<file path="config.mk">
export PLATFORM = sky130hd
export DESIGN_NAME = optical_module_ctrl_status
export DESIGN_NICKNAME = d
export VERILOG_FILES = /design/src/optmod_pkg.sv /design/src/sync_2ff.sv /design/src/optical_module_ctrl_status.sv
export SDC_FILE = /design/constraint.sdc
export NUM_CORES = 1
export LEC_CHECK = 0
export BUFFER_PORTS_ARGS = -buffer_cell sky130_fd_sc_hd__buf_2
export CAP_MARGIN = 20
export CORE_MARGIN = 3
export CORE_UTILIZATION = 55
export DETAILED_ROUTE_END_ITERATION = 6
export PLACE_DENSITY = 0.78
export SYNTH_ARGS = -nofsm -noshare
export SYNTH_HDL_FRONTEND = slang
export SYNTH_HIERARCHICAL = 1
export SYNTH_SLANG_ARGS = --single-unit
export TNS_END_PERCENT = 50
</file>
<file path="constraint.sdc">
create_clock -name core_clk -period 2.2 [get_ports core_clk]
set_input_delay 0.44 -clock core_clk [delete_from_list [all_inputs] [get_ports core_clk]]
set_output_delay 0.44 -clock core_clk [all_outputs]
set_load 0.05 [all_outputs]
</file>
<file path="src/optmod_pkg.sv">
// Constants for the optical module control and status block.
// Assumes a 50 MHz core clock; all counts derive from that rate.
package optmod_pkg;

  // ---------------------------------------------------------------
  // Clock and timing
  // ---------------------------------------------------------------
  localparam int unsigned CLK_HZ = 50_000_000;
  localparam int unsigned CLK_PER_US = CLK_HZ / 1_000_000;
  localparam int unsigned CLK_PER_MS = CLK_HZ / 1_000;
  // Least time the disable pin must stay high to clear a fault
  localparam int unsigned T_FAULT_RST_US = 10;
  localparam int unsigned FAULT_RST_CYC = T_FAULT_RST_US * CLK_PER_US;
  // Longest time from power-on until the serial bus answers
  localparam int unsigned T_SERIAL_MS = 300;
  localparam int unsigned SERIAL_READY_CYC = T_SERIAL_MS * CLK_PER_MS;

  // ---------------------------------------------------------------
  // Two-wire addresses and register map
  // ---------------------------------------------------------------
  localparam logic [6:0] ADDR_ID = 7'h50;
  localparam logic [6:0] ADDR_DIAG = 7'h51;
  localparam logic [7:0] REG_CTRL_STATUS = 8'h6e;
  localparam int unsigned BIT_HARD_OFF = 7;
  localparam int unsigned BIT_SOFT_OFF = 6;
  localparam int unsigned BIT_FAULT = 2;
  localparam int unsigned BIT_LOS = 1;
  localparam int unsigned BIT_DRDY = 0;
  localparam logic [7:0] UNMAPPED_RD = 8'h00;

  // ---------------------------------------------------------------
  // Synchroniser reset values: scl and sda idle high
  // ---------------------------------------------------------------
  localparam logic [5:0] SYNC_RST = 6'h03;

  typedef enum logic [3:0] {
    IDLE, ADDR, ADDR_ACK, PTR, PTR_ACK, WDATA, WDATA_ACK, RDATA, RACK
  } bus_state_t;

endpackage : optmod_pkg

</file>
<file path="src/sync_2ff.sv">
// Two flip-flop synchroniser, one chain per bit.
// Assumes inputs are asynchronous to core_clk.
`timescale 1ns/1ps
module sync_2ff #(
  parameter int unsigned W = 1,
  parameter logic [W-1:0] RST_VAL = '0
) (
  input wire logic core_clk,
  input wire logic srst,
  input wire logic [W-1:0] d,
  output logic [W-1:0] q
);
  // ---------------------------------------------------------------
  // Per-bit chains
  // ---------------------------------------------------------------
  for (genvar i = 0; i < W; i++) begin : g_bit
    logic meta_q;
    logic stab_q;
    always_ff @(posedge core_clk) begin
      if (srst) begin
        meta_q <= RST_VAL[i];
        stab_q <= RST_VAL[i];
      end else begin
        meta_q <= d[i];
        stab_q <= meta_q;
      end
    end
    assign q[i] = stab_q;
  end
endmodule : sync_2ff

</file>
<file path="src/optical_module_ctrl_status.sv">
// Transmit/receive control and the control/status byte of an optical module,
// with the two-wire management slave that reaches it.
// Assumes all pins are asynchronous; power-on is seen as srst.
// Contract
// (RQ1) Hard disable rise turns light off fast
// (RQ2) Hard disable fall restores light within 1 ms
// (RQ3) Initialization, fault clear done within 300 ms
// (RQ4) Laser fault drives fault pin within 100 us
// (RQ5) Host holds disable 10 us to clear fault
// (RQ6) Signal loss raises loss pin within 100 us
// (RQ7) Signal return drops loss pin within 100 us
// (RQ8) Soft disable bit turns light off quickly
// (RQ9) Clearing soft disable restores light quickly
// (RQ10) Laser fault sets soft fault bit
// (RQ11) Soft loss bit follows optical signal
// (RQ12) Data ready bit reflects monitor health
// (RQ13) Bus answers only after 300 ms ready
// (RQ14) Writes complete at stop, within 10 ms
// (RQ15) Host keeps serial clock at most 100 kHz
// (RQ16) Either disable source keeps light off
`timescale 1ns/1ps
module optical_module_ctrl_status
  import optmod_pkg::*;
#(
  parameter int unsigned READY_CYC = SERIAL_READY_CYC
) (
  input wire logic core_clk,
  input wire logic srst,
  input wire logic tx_off,
  input wire logic laser_fault,
  input wire logic signal_detect,
  input wire logic monitor_ok,
  input wire logic scl,
  input wire logic sda_in,
  output logic sda_out,
  output logic sda_oe,
  output logic laser_en,
  output logic tx_fault,
  output logic receive_signal_lost
);
  if (READY_CYC < 1 || READY_CYC >= (1 << 24)) begin : g_chk
    $error("READY_CYC out of range");
  end
  // ---------------------------------------------------------------
  // Pin synchronisers and bus edge detection
  // ---------------------------------------------------------------
  logic [5:0] sync_s;
  logic tx_off_s, fault_s, sig_s, mon_s, scl_s, sda_s;
  sync_2ff #(.W(6), .RST_VAL(SYNC_RST)) u_sync (.core_clk(core_clk), .srst(srst),
    .d({tx_off, laser_fault, signal_detect, monitor_ok, scl, sda_in}), .q(sync_s));
  assign {tx_off_s, fault_s, sig_s, mon_s, scl_s, sda_s} = sync_s;
  // A 100 kHz serial clock gives hundreds of core cycles per phase (see RQ15)
  logic scl_q, sda_q, scl_rise, scl_fall, start_ev, stop_ev;
  assign scl_rise = scl_s & ~scl_q;
  assign scl_fall = ~scl_s & scl_q;
  assign start_ev = scl_s & scl_q & sda_q & ~sda_s;
  assign stop_ev = scl_s & scl_q & ~sda_q & sda_s;
  // ---------------------------------------------------------------
  // Control and status state
  // ---------------------------------------------------------------
  logic fault_q, fault_d, soft_off_q, soft_off_d, los_q, los_d, drdy_q, drdy_d;
  logic laser_en_q, laser_en_d, tx_fault_q, tx_fault_d, ready_q, ready_d;
  logic [9:0] rst_cnt_q, rst_cnt_d;
  logic [23:0] rdy_cnt_q, rdy_cnt_d;
  logic [7:0] status;
  logic pend_q, pval_q;
  always_comb begin
    status = 8'h00;
    status[BIT_HARD_OFF] = tx_off_s;
    status[BIT_SOFT_OFF] = soft_off_q;
    status[BIT_FAULT] = fault_q;   // see RQ10
    status[BIT_LOS] = los_q;       // see RQ11
    status[BIT_DRDY] = drdy_q;
  end
  always_comb begin
    rst_cnt_d = rst_cnt_q;
    fault_d = fault_q;
    soft_off_d = soft_off_q;
    rdy_cnt_d = rdy_cnt_q;
    ready_d = ready_q;
    // Disable must stay high a full reset interval; counter saturates
    if (!tx_off_s) begin
      rst_cnt_d = 10'h000;
    end else if (rst_cnt_q != 10'(FAULT_RST_CYC)) begin
      rst_cnt_d = rst_cnt_q + 10'h001;
    end
    // Set wins over the clear by the disable pin
    if (fault_s) begin
      fault_d = 1'b1;                                   // see RQ4
    end else if (tx_off_s && rst_cnt_q == 10'(FAULT_RST_CYC - 1)) begin
      fault_d = 1'b0;                                   // see RQ5
    end
    // Staged write lands at the stop condition, far inside 10 ms
    if (stop_ev && pend_q) begin
      soft_off_d = pval_q;                              // see RQ14
    end
    if (!ready_q) begin
      rdy_cnt_d = rdy_cnt_q + 24'h000001;
      ready_d = (rdy_cnt_q == 24'(READY_CYC - 1));      // see RQ13
    end
    laser_en_d = !tx_off_s && !soft_off_q && !fault_q;  // see RQ1 RQ2 RQ3 RQ8 RQ9 RQ16
    tx_fault_d = fault_q;                               // see RQ4
    los_d = !sig_s;                                     // see RQ6 RQ7 RQ11
    drdy_d = mon_s;                                     // see RQ12
  end
  always_ff @(posedge core_clk) begin
    if (srst) begin
      scl_q <= 1'b1;
      sda_q <= 1'b1;
      rst_cnt_q <= 10'h000;
      fault_q <= 1'b0;
      soft_off_q <= 1'b0;
      rdy_cnt_q <= 24'h000000;
      ready_q <= 1'b0;
      laser_en_q <= 1'b0;
      tx_fault_q <= 1'b0;
      los_q <= 1'b1;
      drdy_q <= 1'b0;
    end else begin
      scl_q <= scl_s;
      sda_q <= sda_s;
      rst_cnt_q <= rst_cnt_d;
      fault_q <= fault_d;
      soft_off_q <= soft_off_d;
      rdy_cnt_q <= rdy_cnt_d;
      ready_q <= ready_d;
      laser_en_q <= laser_en_d;
      tx_fault_q <= tx_fault_d;
      los_q <= los_d;
      drdy_q <= drdy_d;
    end
  end
  // ---------------------------------------------------------------
  // Two-wire slave
  // ---------------------------------------------------------------
  bus_state_t st_q, st_d;
  logic [2:0] cnt_q, cnt_d;
  logic [7:0] sh_q, sh_d, ptr_q, ptr_d, rd_byte;
  logic got8_q, got8_d, rw_q, rw_d, hi_q, hi_d, nack_q, nack_d;
  logic pend_d, pval_d, oe_q, oe_d, sda_out_q;
  // Only the control/status byte is mapped; all else reads zero
  assign rd_byte = (hi_q && ptr_q == REG_CTRL_STATUS) ? status : UNMAPPED_RD;
  always_comb begin
    st_d = st_q;
    cnt_d = cnt_q;
    sh_d = sh_q;
    ptr_d = ptr_q;
    got8_d = got8_q;
    rw_d = rw_q;
    hi_d = hi_q;
    nack_d = nack_q;
    pend_d = pend_q;
    pval_d = pval_q;
    oe_d = oe_q;
    if (stop_ev) begin
      st_d = IDLE;
      oe_d = 1'b0;
      pend_d = 1'b0;
    end else if (start_ev && ready_q) begin               // see RQ13
      st_d = ADDR;
      cnt_d = 3'h0;
      got8_d = 1'b0;
      oe_d = 1'b0;
    end else if (scl_rise) begin
      case (st_q)
        ADDR, PTR, WDATA: begin
          sh_d = {sh_q[6:0], sda_s};
          cnt_d = cnt_q + 3'h1;
          got8_d = (cnt_q == 3'h7);
        end
        RACK: nack_d = sda_s;
        default: ;
      endcase
    end else if (scl_fall) begin
      case (st_q)
        ADDR: if (got8_q) begin
          got8_d = 1'b0;
          if (sh_q[7:1] == ADDR_ID || sh_q[7:1] == ADDR_DIAG) begin
            oe_d = 1'b1;
            rw_d = sh_q[0];
            hi_d = (sh_q[7:1] == ADDR_DIAG);
            st_d = ADDR_ACK;
          end else begin
            st_d = IDLE;
          end
        end
        PTR: if (got8_q) begin
          got8_d = 1'b0;
          ptr_d = sh_q;
          oe_d = 1'b1;
          st_d = PTR_ACK;
        end
        WDATA: if (got8_q) begin
          got8_d = 1'b0;
          oe_d = 1'b1;
          ptr_d = ptr_q + 8'h01;
          st_d = WDATA_ACK;
          if (hi_q && ptr_q == REG_CTRL_STATUS) begin
            pend_d = 1'b1;                                // see RQ8 RQ14
            pval_d = sh_q[BIT_SOFT_OFF];
          end
        end
        PTR_ACK, WDATA_ACK: begin
          oe_d = 1'b0;
          st_d = WDATA;
        end
        RDATA: if (cnt_q == 3'h7) begin
          oe_d = 1'b0;
          st_d = RACK;
        end else begin
          sh_d = {sh_q[6:0], 1'b0};
          oe_d = ~sh_q[6];
          cnt_d = cnt_q + 3'h1;
        end
        ADDR_ACK, RACK: if (st_q == ADDR_ACK && !rw_q) begin
          oe_d = 1'b0;
          st_d = PTR;
        end else if (st_q == RACK && nack_q) begin
          oe_d = 1'b0;
          st_d = IDLE;
        end else begin
          sh_d = rd_byte;
          oe_d = ~rd_byte[7];
          ptr_d = ptr_q + 8'h01;
          cnt_d = 3'h0;
          st_d = RDATA;
        end
        default: ;
      endcase
    end
  end
  always_ff @(posedge core_clk) begin
    if (srst) begin
      st_q <= IDLE;
      cnt_q <= 3'h0;
      sh_q <= 8'h00;
      ptr_q <= 8'h00;
      got8_q <= 1'b0;
      rw_q <= 1'b0;
      hi_q <= 1'b0;
      nack_q <= 1'b0;
      pend_q <= 1'b0;
      pval_q <= 1'b0;
      oe_q <= 1'b0;
      sda_out_q <= 1'b0;
    end else begin
      st_q <= st_d;
      cnt_q <= cnt_d;
      sh_q <= sh_d;
      ptr_q <= ptr_d;
      got8_q <= got8_d;
      rw_q <= rw_d;
      hi_q <= hi_d;
      nack_q <= nack_d;
      pend_q <= pend_d;
      pval_q <= pval_d;
      oe_q <= oe_d;
      sda_out_q <= 1'b0;
    end
  end
  assign sda_out = sda_out_q;
  assign sda_oe = oe_q;
  assign laser_en = laser_en_q;
  assign tx_fault = tx_fault_q;
  assign receive_signal_lost = los_q;
endmodule : optical_module_ctrl_status

</file>
==> results of run 1 <==
==> power by group through the flow <==
stage	Clock, W	Sequential, W	Combinational (W)
finish	0.00103	0.00157	0.000104
CTS	0.00106	0.00157	0.000103
global route	0.00112	0.00157	0.000114
detailed placement	0	0.00161	0.000103
floorplan	0	0.00161	0.0000764
global placement	0	0.00161	0.000100
==> cell usage after synthesis (all sizes together) (9+ instances only) <==
| cell type | instances | area, µm² |
|---|---|---|
| dfxtp | 85 | 1700 |
| a21oi | 26 | 130 |
| nor2b | 17 | 106 |
| nor4 | 12 | 75.1 |
| mux2i | 9 | 90.1 |
| nand4 | 10 | 62.6 |
| nor3 | 11 | 55.1 |
| ha | 11 | 138 |
| nand2 | 39 | 146 |
| xnor2 | 17 | 149 |
| buf | 23 | 166 |
| inv | 13 | 48.8 |
| nor2 | 49 | 203 |
| clkbuf | 10 | 37.5 |
| nand3 | 14 | 70.1 |
| or2 | 9 | 56.3 |
| o21ai | 12 | 60.1 |
==> placed cells by master, fill, tap and decap left out, drive strengths merged, types with 12 or more instances in the layout <==
cell type | Yosys | routed
inv | 13 | 17
nor2 | 49 | 49
dfxtp | 85 | 85
a21oi | 26 | 26
xnor2 | 17 | 17
nor2b | 17 | 17
nand2 | 39 | 39
buf | 23 | 30
nand3 | 14 | 14
o21ai | 12 | 12
nor4 | 12 | 12
==> per-layer routing <==
metal / GRT usage / wire length (µm)
met4: 0.0733 / 119
met1: 0.288 / 4290
met2: 0.339 / 4270
met5: 0 / 0
met3: 0.0481 / 471
==> through the flow <==
| stage | worst slack [ns] | total power, W |
|---|---|---|
| finish | 0.122 | 0.00270 |
| global route | 0.0370 | 0.00281 |
| CTS | 0.0430 | 0.00274 |
| detailed placement | 0.0354 | 0.00171 |
| global placement | 0.114 | 0.00171 |
| floorplan | 0.178 | 0.00169 |
==> area by class of cell <==
cell class,instances,area [µm²],share of cell area
clock inverter,6,53.8,0.0114
timing repair buffer,30,210,0.0447
sequential,85,1700,0.362
tap,99,124,0.0263
multi-input combinational,361,2440,0.519
clock buffer,9,124,0.0263
inverter,13,48.8,0.0104
==> cell families after synthesis <==
family          share of synthesized area
simple gates                        0.279
compound gates                      0.163
flops                               0.389
buf+inv                            0.0578
xor+xnor                           0.0501
mux                                0.0283
fa+ha+maj                          0.0315
other cells                      0.000858
==> how the worst min path moves through the flow <==
stage          cells after the start                     end
2_1_floorplan                      1  u_sync/g_bit[0].stab_q
3_3_place_gp                       1     receive_signal_lost
3_5_place_dp                       1     receive_signal_lost
4_1_cts                            2  u_sync/g_bit[1].meta_q
5_1_grt                            2  u_sync/g_bit[1].meta_q
6_report                           2  u_sync/g_bit[1].meta_q
==> repair_timing <==
action,CTS,global route
endpoints found under the hold margin,0,0
gates resized for setup,0,6
endpoints found under the setup margin,0,15
==> registers in the layout (all words and copies together), names as in the netlist, 3 cells and up <==
name                 flops
cnt_q                    3
ptr_q                    8
rdy_cnt_q               24
rst_cnt_q               10
sh_q                     8
st_q                     4
u_sync/g_bit.meta_q      6
u_sync/g_bit.stab_q      6
==> summary.txt, run 1 <==
Run status
  • Status: finished clean

Route
  • Drt pass-1 iters: 5
  • Vias post-DR: 3623
  • Post-route ant nets: 0
  • # DRC: 0
  • Wire length per cell: 15.2 µm
  • Initial DRC Count: 222
  • Vias/cell: 6.01
  • WL final: 9150 µm

Global route
  • Remaining global-route overflow: 0
  • GR Util All Layers: 0.214
  • Vias in the first global route: 3328
  • First-pass GRT wire length: 15400 µm
  • Initial antenna violation count: 0
  • Largest net degree at the start of global routing: 60

Setup path
  • Slowest stage cell on the critical path: dfxtp_1
  • Slowest stage delay, CP: ~0.40 ns
  • Worst Path Required: 2.45 ns
  • Crit path capture: ptr_q[3]
  • Critical path class: register to register
  • Arr. time, crit path: 2.33 ns
  • CP max FO: 10
  • WP depth: 6
  • Worst Setup SP: scl_q
  • Critical path endpoint category: register
  • Buf/Inv on CP: 1
  • RR Endpoint: ptr_q[3]
  • R2R Setup Slk: approximately 0.12 ns
  • Reg-to-reg startpoint: scl_q
  • Dominant delay contributor by cell family on the critical path: simple AND/OR/NAND/NOR gates
  • CP Cell Sequence: inv_1, ha_2, nor2b_1, o311ai_4, or2_1, o221a_1
  • Setup crit start kind: register
  • Reg2reg path depth: 6

Finish
  • Fill cell count: ~640
  • Post-layout nets: 519
  • Layout Utilization: 0.628
  • Non-filler cells, final: 603
  • Syn-to-layout area delta: 7.64%
  • Antenna Cells: 0
  • Design area: around 4700 µm²
  • Layout cell share with drive strength beyond 1: 0.135

CTS
  • CTS buffer count: 9
  • CTS clk-pin slew, worst paths: 0.09 ns
  • H-tree lvl count: 3
  • Root Driver: clkbuf_8
  • CTS Hold Bufs: 0
  • CTS tree: built
  • Worst-Skew Late Latency: around 0.35 ns
  • CTS Buffer Depth: 2
  • Clk sinks: 85
  • Post-CTS setup buffers: 0

Synthesis
  • Post-synthesis sequential area ratio: 0.389
  • Main flop type after synthesis: dfxtp_1
  • Net count after synthesis: 511
  • FFs w/ async S/R, synth: 0
  • Synth Register Bits: 85
  • Mapped Area: 4370 µm²
  • Cells after Synth: 492
  • Yosys warnings: 6
  • EDFF count, synth: 0
  • Yosys cell types: 76
  • Syn avg cell area: 8.88 µm²

Die
  • Die span in y: about 95 µm
  • Initial Utilization: 0.584
  • IO Pins: 13
  • Row count: 31
  • Die span in x: 95.1 µm
  • CORE AREA: 7490 µm²
  • Die area: 9050 µm²

Placed design
  • Detailed placer's ending HPWL: 6440 µm
  • I/O Buffers: 11
  • Placed cell count: 588
  • Placer's final routability congestion estimate: 0.910
  • Placed instance area: 4500 µm²

Power
  • Net Sw Power: 0.000682 W
  • Static leakage: roughly 1.7 nW
  • PD cells: 574 nW/µm²
  • Sw frac: 0.252
  • P_int: 0.00202 W
  • Worst VDD drop: slightly below 500 µV
  • Gate power share: 0.039
  • Clk pwr share: 0.380
  • Sequential share of power: 0.581

Timing
  • Final worst-path cycle share: 0.945
  • Fmax: 481 MHz
  • Skew final: 0.00989 ns
  • Worst hold margin: between 0.2 and 0.3 ns
  • Setup repair after global routing missed its margin: false
  • Tmin final: just over 2 ns
  • Fin. Hold Viols: 0
  • Max-slew violation count: 0
  • Endpoints failing setup: 0
  • Setup tns final: 0 ns
  • Actual slew at the worst max-slew pin: 0.573 ns
  • Slew margin rel.: 0.618

Flow run
  • Max_cap viols: 0

Worst hold path
  • Hold Path Class: input pin to register
  • Hold_sp: scl
No activity file was read; power rests on OpenSTA's default activity.
==> inputs of run 2 (changes only) <==
--- a/config.mk
+++ b/config.mk
@@ -5,6 +5,7 @@
 export SDC_FILE = /design/constraint.sdc
 export NUM_CORES = 1
 export LEC_CHECK = 0
+export ABC_AREA = 1
 export BUFFER_PORTS_ARGS = -buffer_cell sky130_fd_sc_hd__buf_2
 export CAP_MARGIN = 20
 export CORE_MARGIN = 3
==> run 2 against run 1 <==
  * Synthesized cell count grew 34%
  * Sequential share of layout area grew 0.43 points
  * Combinational power is 29% higher
  * Power fell by 1.4%
  * Global-route usage down 0.20 points
  * Area after synthesis up 0.74%
  * Clock-buffer cell count increased by 1
  * Register-to-register slack better by 0.21 ns
  * Setup slack better by 0.21 ns
  * Sequential power is essentially flat
  * First-iteration DRC count up 46%
==> summary.txt, run 2 <==
Run status
  • Status: finished clean

Route
  • Drt pass-1 iters: 5
  • WL final: ~9000 µm
  • Wire length per cell: around 12 µm
  • # DRC: 0
  • Initial DRC Count: roughly 330
  • Vias post-DR: 4034
  • Post-route ant nets: 0
  • Vias/cell: 5.25

Synthesis
  • Yosys top cell by area: dfxtp_1
  • Syn avg cell area: 6.66 µm²
  • Top post-synthesis cells by area: dfxtp_1, nand2_1, nor2_1
  • Post-synthesis sequential area ratio: 0.386
  • EDFF count, synth: 0
  • Net count after synthesis: 680
  • Yosys top cell area share: 0.386
  • Yosys cell types: 37
  • Main flop type after synthesis: dfxtp_1
  • Synth Register Bits: 85
  • Top-count cell post-synth: nand2_1
  • Mapped Area: ~4400 µm²
  • Commonest cells in the netlist: nand2_1, nor2_1, dfxtp_1
  • Yosys warnings: 6
  • Cells after Synth: 661
  • FFs w/ async S/R, synth: 0

Die
  • IO Pins: 13
  • Die span in x: about 95 µm
  • Die span in y: 95.5 µm
  • CORE AREA: 7520 µm²
  • Die area: 9110 µm²
  • Row count: 31
  • Initial Utilization: 0.585

CTS
  • CTS-repair resized insts: 0
  • CTS tree: built
  • CTS clk-pin slew, worst paths: about 0.080 ns
  • Worst-Skew Late Latency: 0.35 ns
  • H-tree lvl count: 3
  • Root Driver: clkbuf_8
  • CTS buffer count: 9
  • CTS Buffer Depth: 2
  • CTS Hold Bufs: 0
  • Clk sinks: between 80 and 90
  • Post-CTS setup buffers: 0

Timing
  • Skew final: 0.00642 ns
  • Actual slew at the worst max-slew pin: 0.525 ns
  • Tmin final: 1.87 ns
  • Setup repair after global routing missed its margin: false
  • Setup tns final: 0 ns
  • Fmax: 535 MHz
  • Fin. Hold Viols: 0
  • Slew margin rel.: 0.649
  • Endpoints failing setup: 0
  • Max-slew violation count: 0
  • Worst hold margin: 0.264 ns
  • Final worst-path cycle share: 0.850

Placed design
  • Placer's final routability congestion estimate: 0.893
  • Detailed placer's ending HPWL: slightly below 7000 µm
  • I/O Buffers: 11
  • Placed cell count: 753

Power
  • Sw frac: 0.245
  • P_int: 0.00201 W
  • Gate power share: 0.050
  • Sequential share of power: 0.591
  • Static leakage: 1.99 nW
  • Net Sw Power: 0.000654 W
  • PD cells: approximately 570 nW/µm²
  • Total design power: 0.00266 W
  • Clk pwr share: 0.359
  • Worst VDD drop: 442 µV

Setup path
  • Critical path endpoint category: register
  • Reg2reg path depth: 8
  • R2R Setup Slk: 0.33 ns
  • RR Endpoint: sh_q[6]
  • Worst Path Required: 2.45 ns
  • Reg-to-reg startpoint: scl_q
  • Setup crit start kind: register
  • Critical path class: register to register
  • Crit path capture: sh_q[6]
  • Arr. time, crit path: around 2.1 ns
  • Worst Setup SP: scl_q
  • CP max FO: 15

Global route
  • Largest net degree at the start of global routing: 22
  • Vias in the first global route: about 3.6k
  • First-pass GRT wire length: 15500 µm
  • GR Util All Layers: 0.212
  • Remaining global-route overflow: 0
  • Initial antenna violation count: 0

Finish
  • Non-filler cells, final: 768
  • Most frequent cells in the layout: nand2_1, nor2_1, dfxtp_1, inv_1, nand3_1
  • Post-layout nets: 684
  • Largest regs: rdy_cnt_q x24, rst_cnt_q x10
  • Most common cell after layout, fill and taps aside: nand2_1
  • Syn-to-layout area delta: 5.43%
  • Biggest register: rdy_cnt_q
  • Layout Utilization: 0.617
  • Max reg flops: 24
  • Layout cell share with drive strength beyond 1: 0.0837
  • Antenna Cells: 0

Flow run
  • Max_cap viols: 0

Worst hold path
  • Hold Path Class: input pin to register
[run 2: cell types whose count changed after synthesis, moves of 13 or more]
cell,change
nand2_1,+110
inv_1,+68
nor2_1,+66
nand3_1,+39
nor2b_1,-17
o21ai_0,+17
xnor2_1,-16
a21oi_1,+13
[run 2: layer usage]
layer	vias up	track usage	share of wire
li1	2095	-	-
met1	1830	0.282	0.48
met2	94	0.348	0.46
met3	15	0.0426	0.048
met4	0	0.0652	0.014
met5	-	0	0
[run 2: logic make-up (layout without fill, tap and decap cells)]
family | after synthesis | in the layout | share of synthesized area
flip-flops | 85 | 85 | 0.386
AO/OA/AOI/OAI | 73 | 73 | 0.0864
buffers and inverters | 107 | 115 | 0.104
other | 1 | 1 | 0.000852
XOR/XNOR | 10 | 10 | 0.0199
adder cells (fa/ha/maj) | 11 | 11 | 0.0313
AND/OR/NAND/NOR | 374 | 374 | 0.371
[run 2: how the worst min path moves through the flow]
| stage | startpoint | endpoint | slack, ns | depth (start not counted) |
|---|---|---|---|---|
| after floorplan | u_sync/g_bit[0].meta_q | u_sync/g_bit[0].stab_q | 0.39 | 2 |
| after global placement | u_sync/g_bit[3].stab_q | receive_signal_lost | 0.35 | 1 |
| after detailed placement | u_sync/g_bit[3].stab_q | receive_signal_lost | 0.36 | 1 |
| after CTS | scl | u_sync/g_bit[1].meta_q | 0.25 | 3 |
| after global routing | scl | u_sync/g_bit[1].meta_q | 0.26 | 3 |
| final | scl | u_sync/g_bit[1].meta_q | 0.26 | 3 |
[run 2: stage by stage]
stage / worst slack (ns) / instance area [µm²]
2_1_floorplan: 0.588 / 4400
3_3_place_gp: 0.453 / 4480
3_5_place_dp: 0.398 / 4480
4_1_cts: 0.360 / 4640
5_1_grt: 0.0955 / 4640
6_report: 0.331 / 4640
[run 2: power groups by stage]
stage	sequential (W)	combinational, W	clock (W)
final	0.00157	0.000134	0.000956
after global routing	0.00158	0.000151	0.00105
after CTS	0.00157	0.000134	0.000985
after detailed placement	0.00161	0.000133	0
after global placement	0.00161	0.000129	0
after floorplan	0.00162	0.000103	0
[run 2: cell type report]
cell class,instances,area [µm²]
fillers,725,2880
multi-input cells,469,2240
flip-flops and latches,85,1700
inverters,87,327
clock buffers,10,128
well taps,99,124
repair buffers,13,82.6
clock inverters,5,37.5
[run 2: worst max-delay path: stages (launching register included)]
cell	delay, ns
dfxtp_1	0.39
inv_1	0.06
ha_1	0.26
inv_1	0.21
nor2_1	0.11
nor3_4	0.42
nand2_1	0.16
nor2_1	0.12
nor2_1	0.05
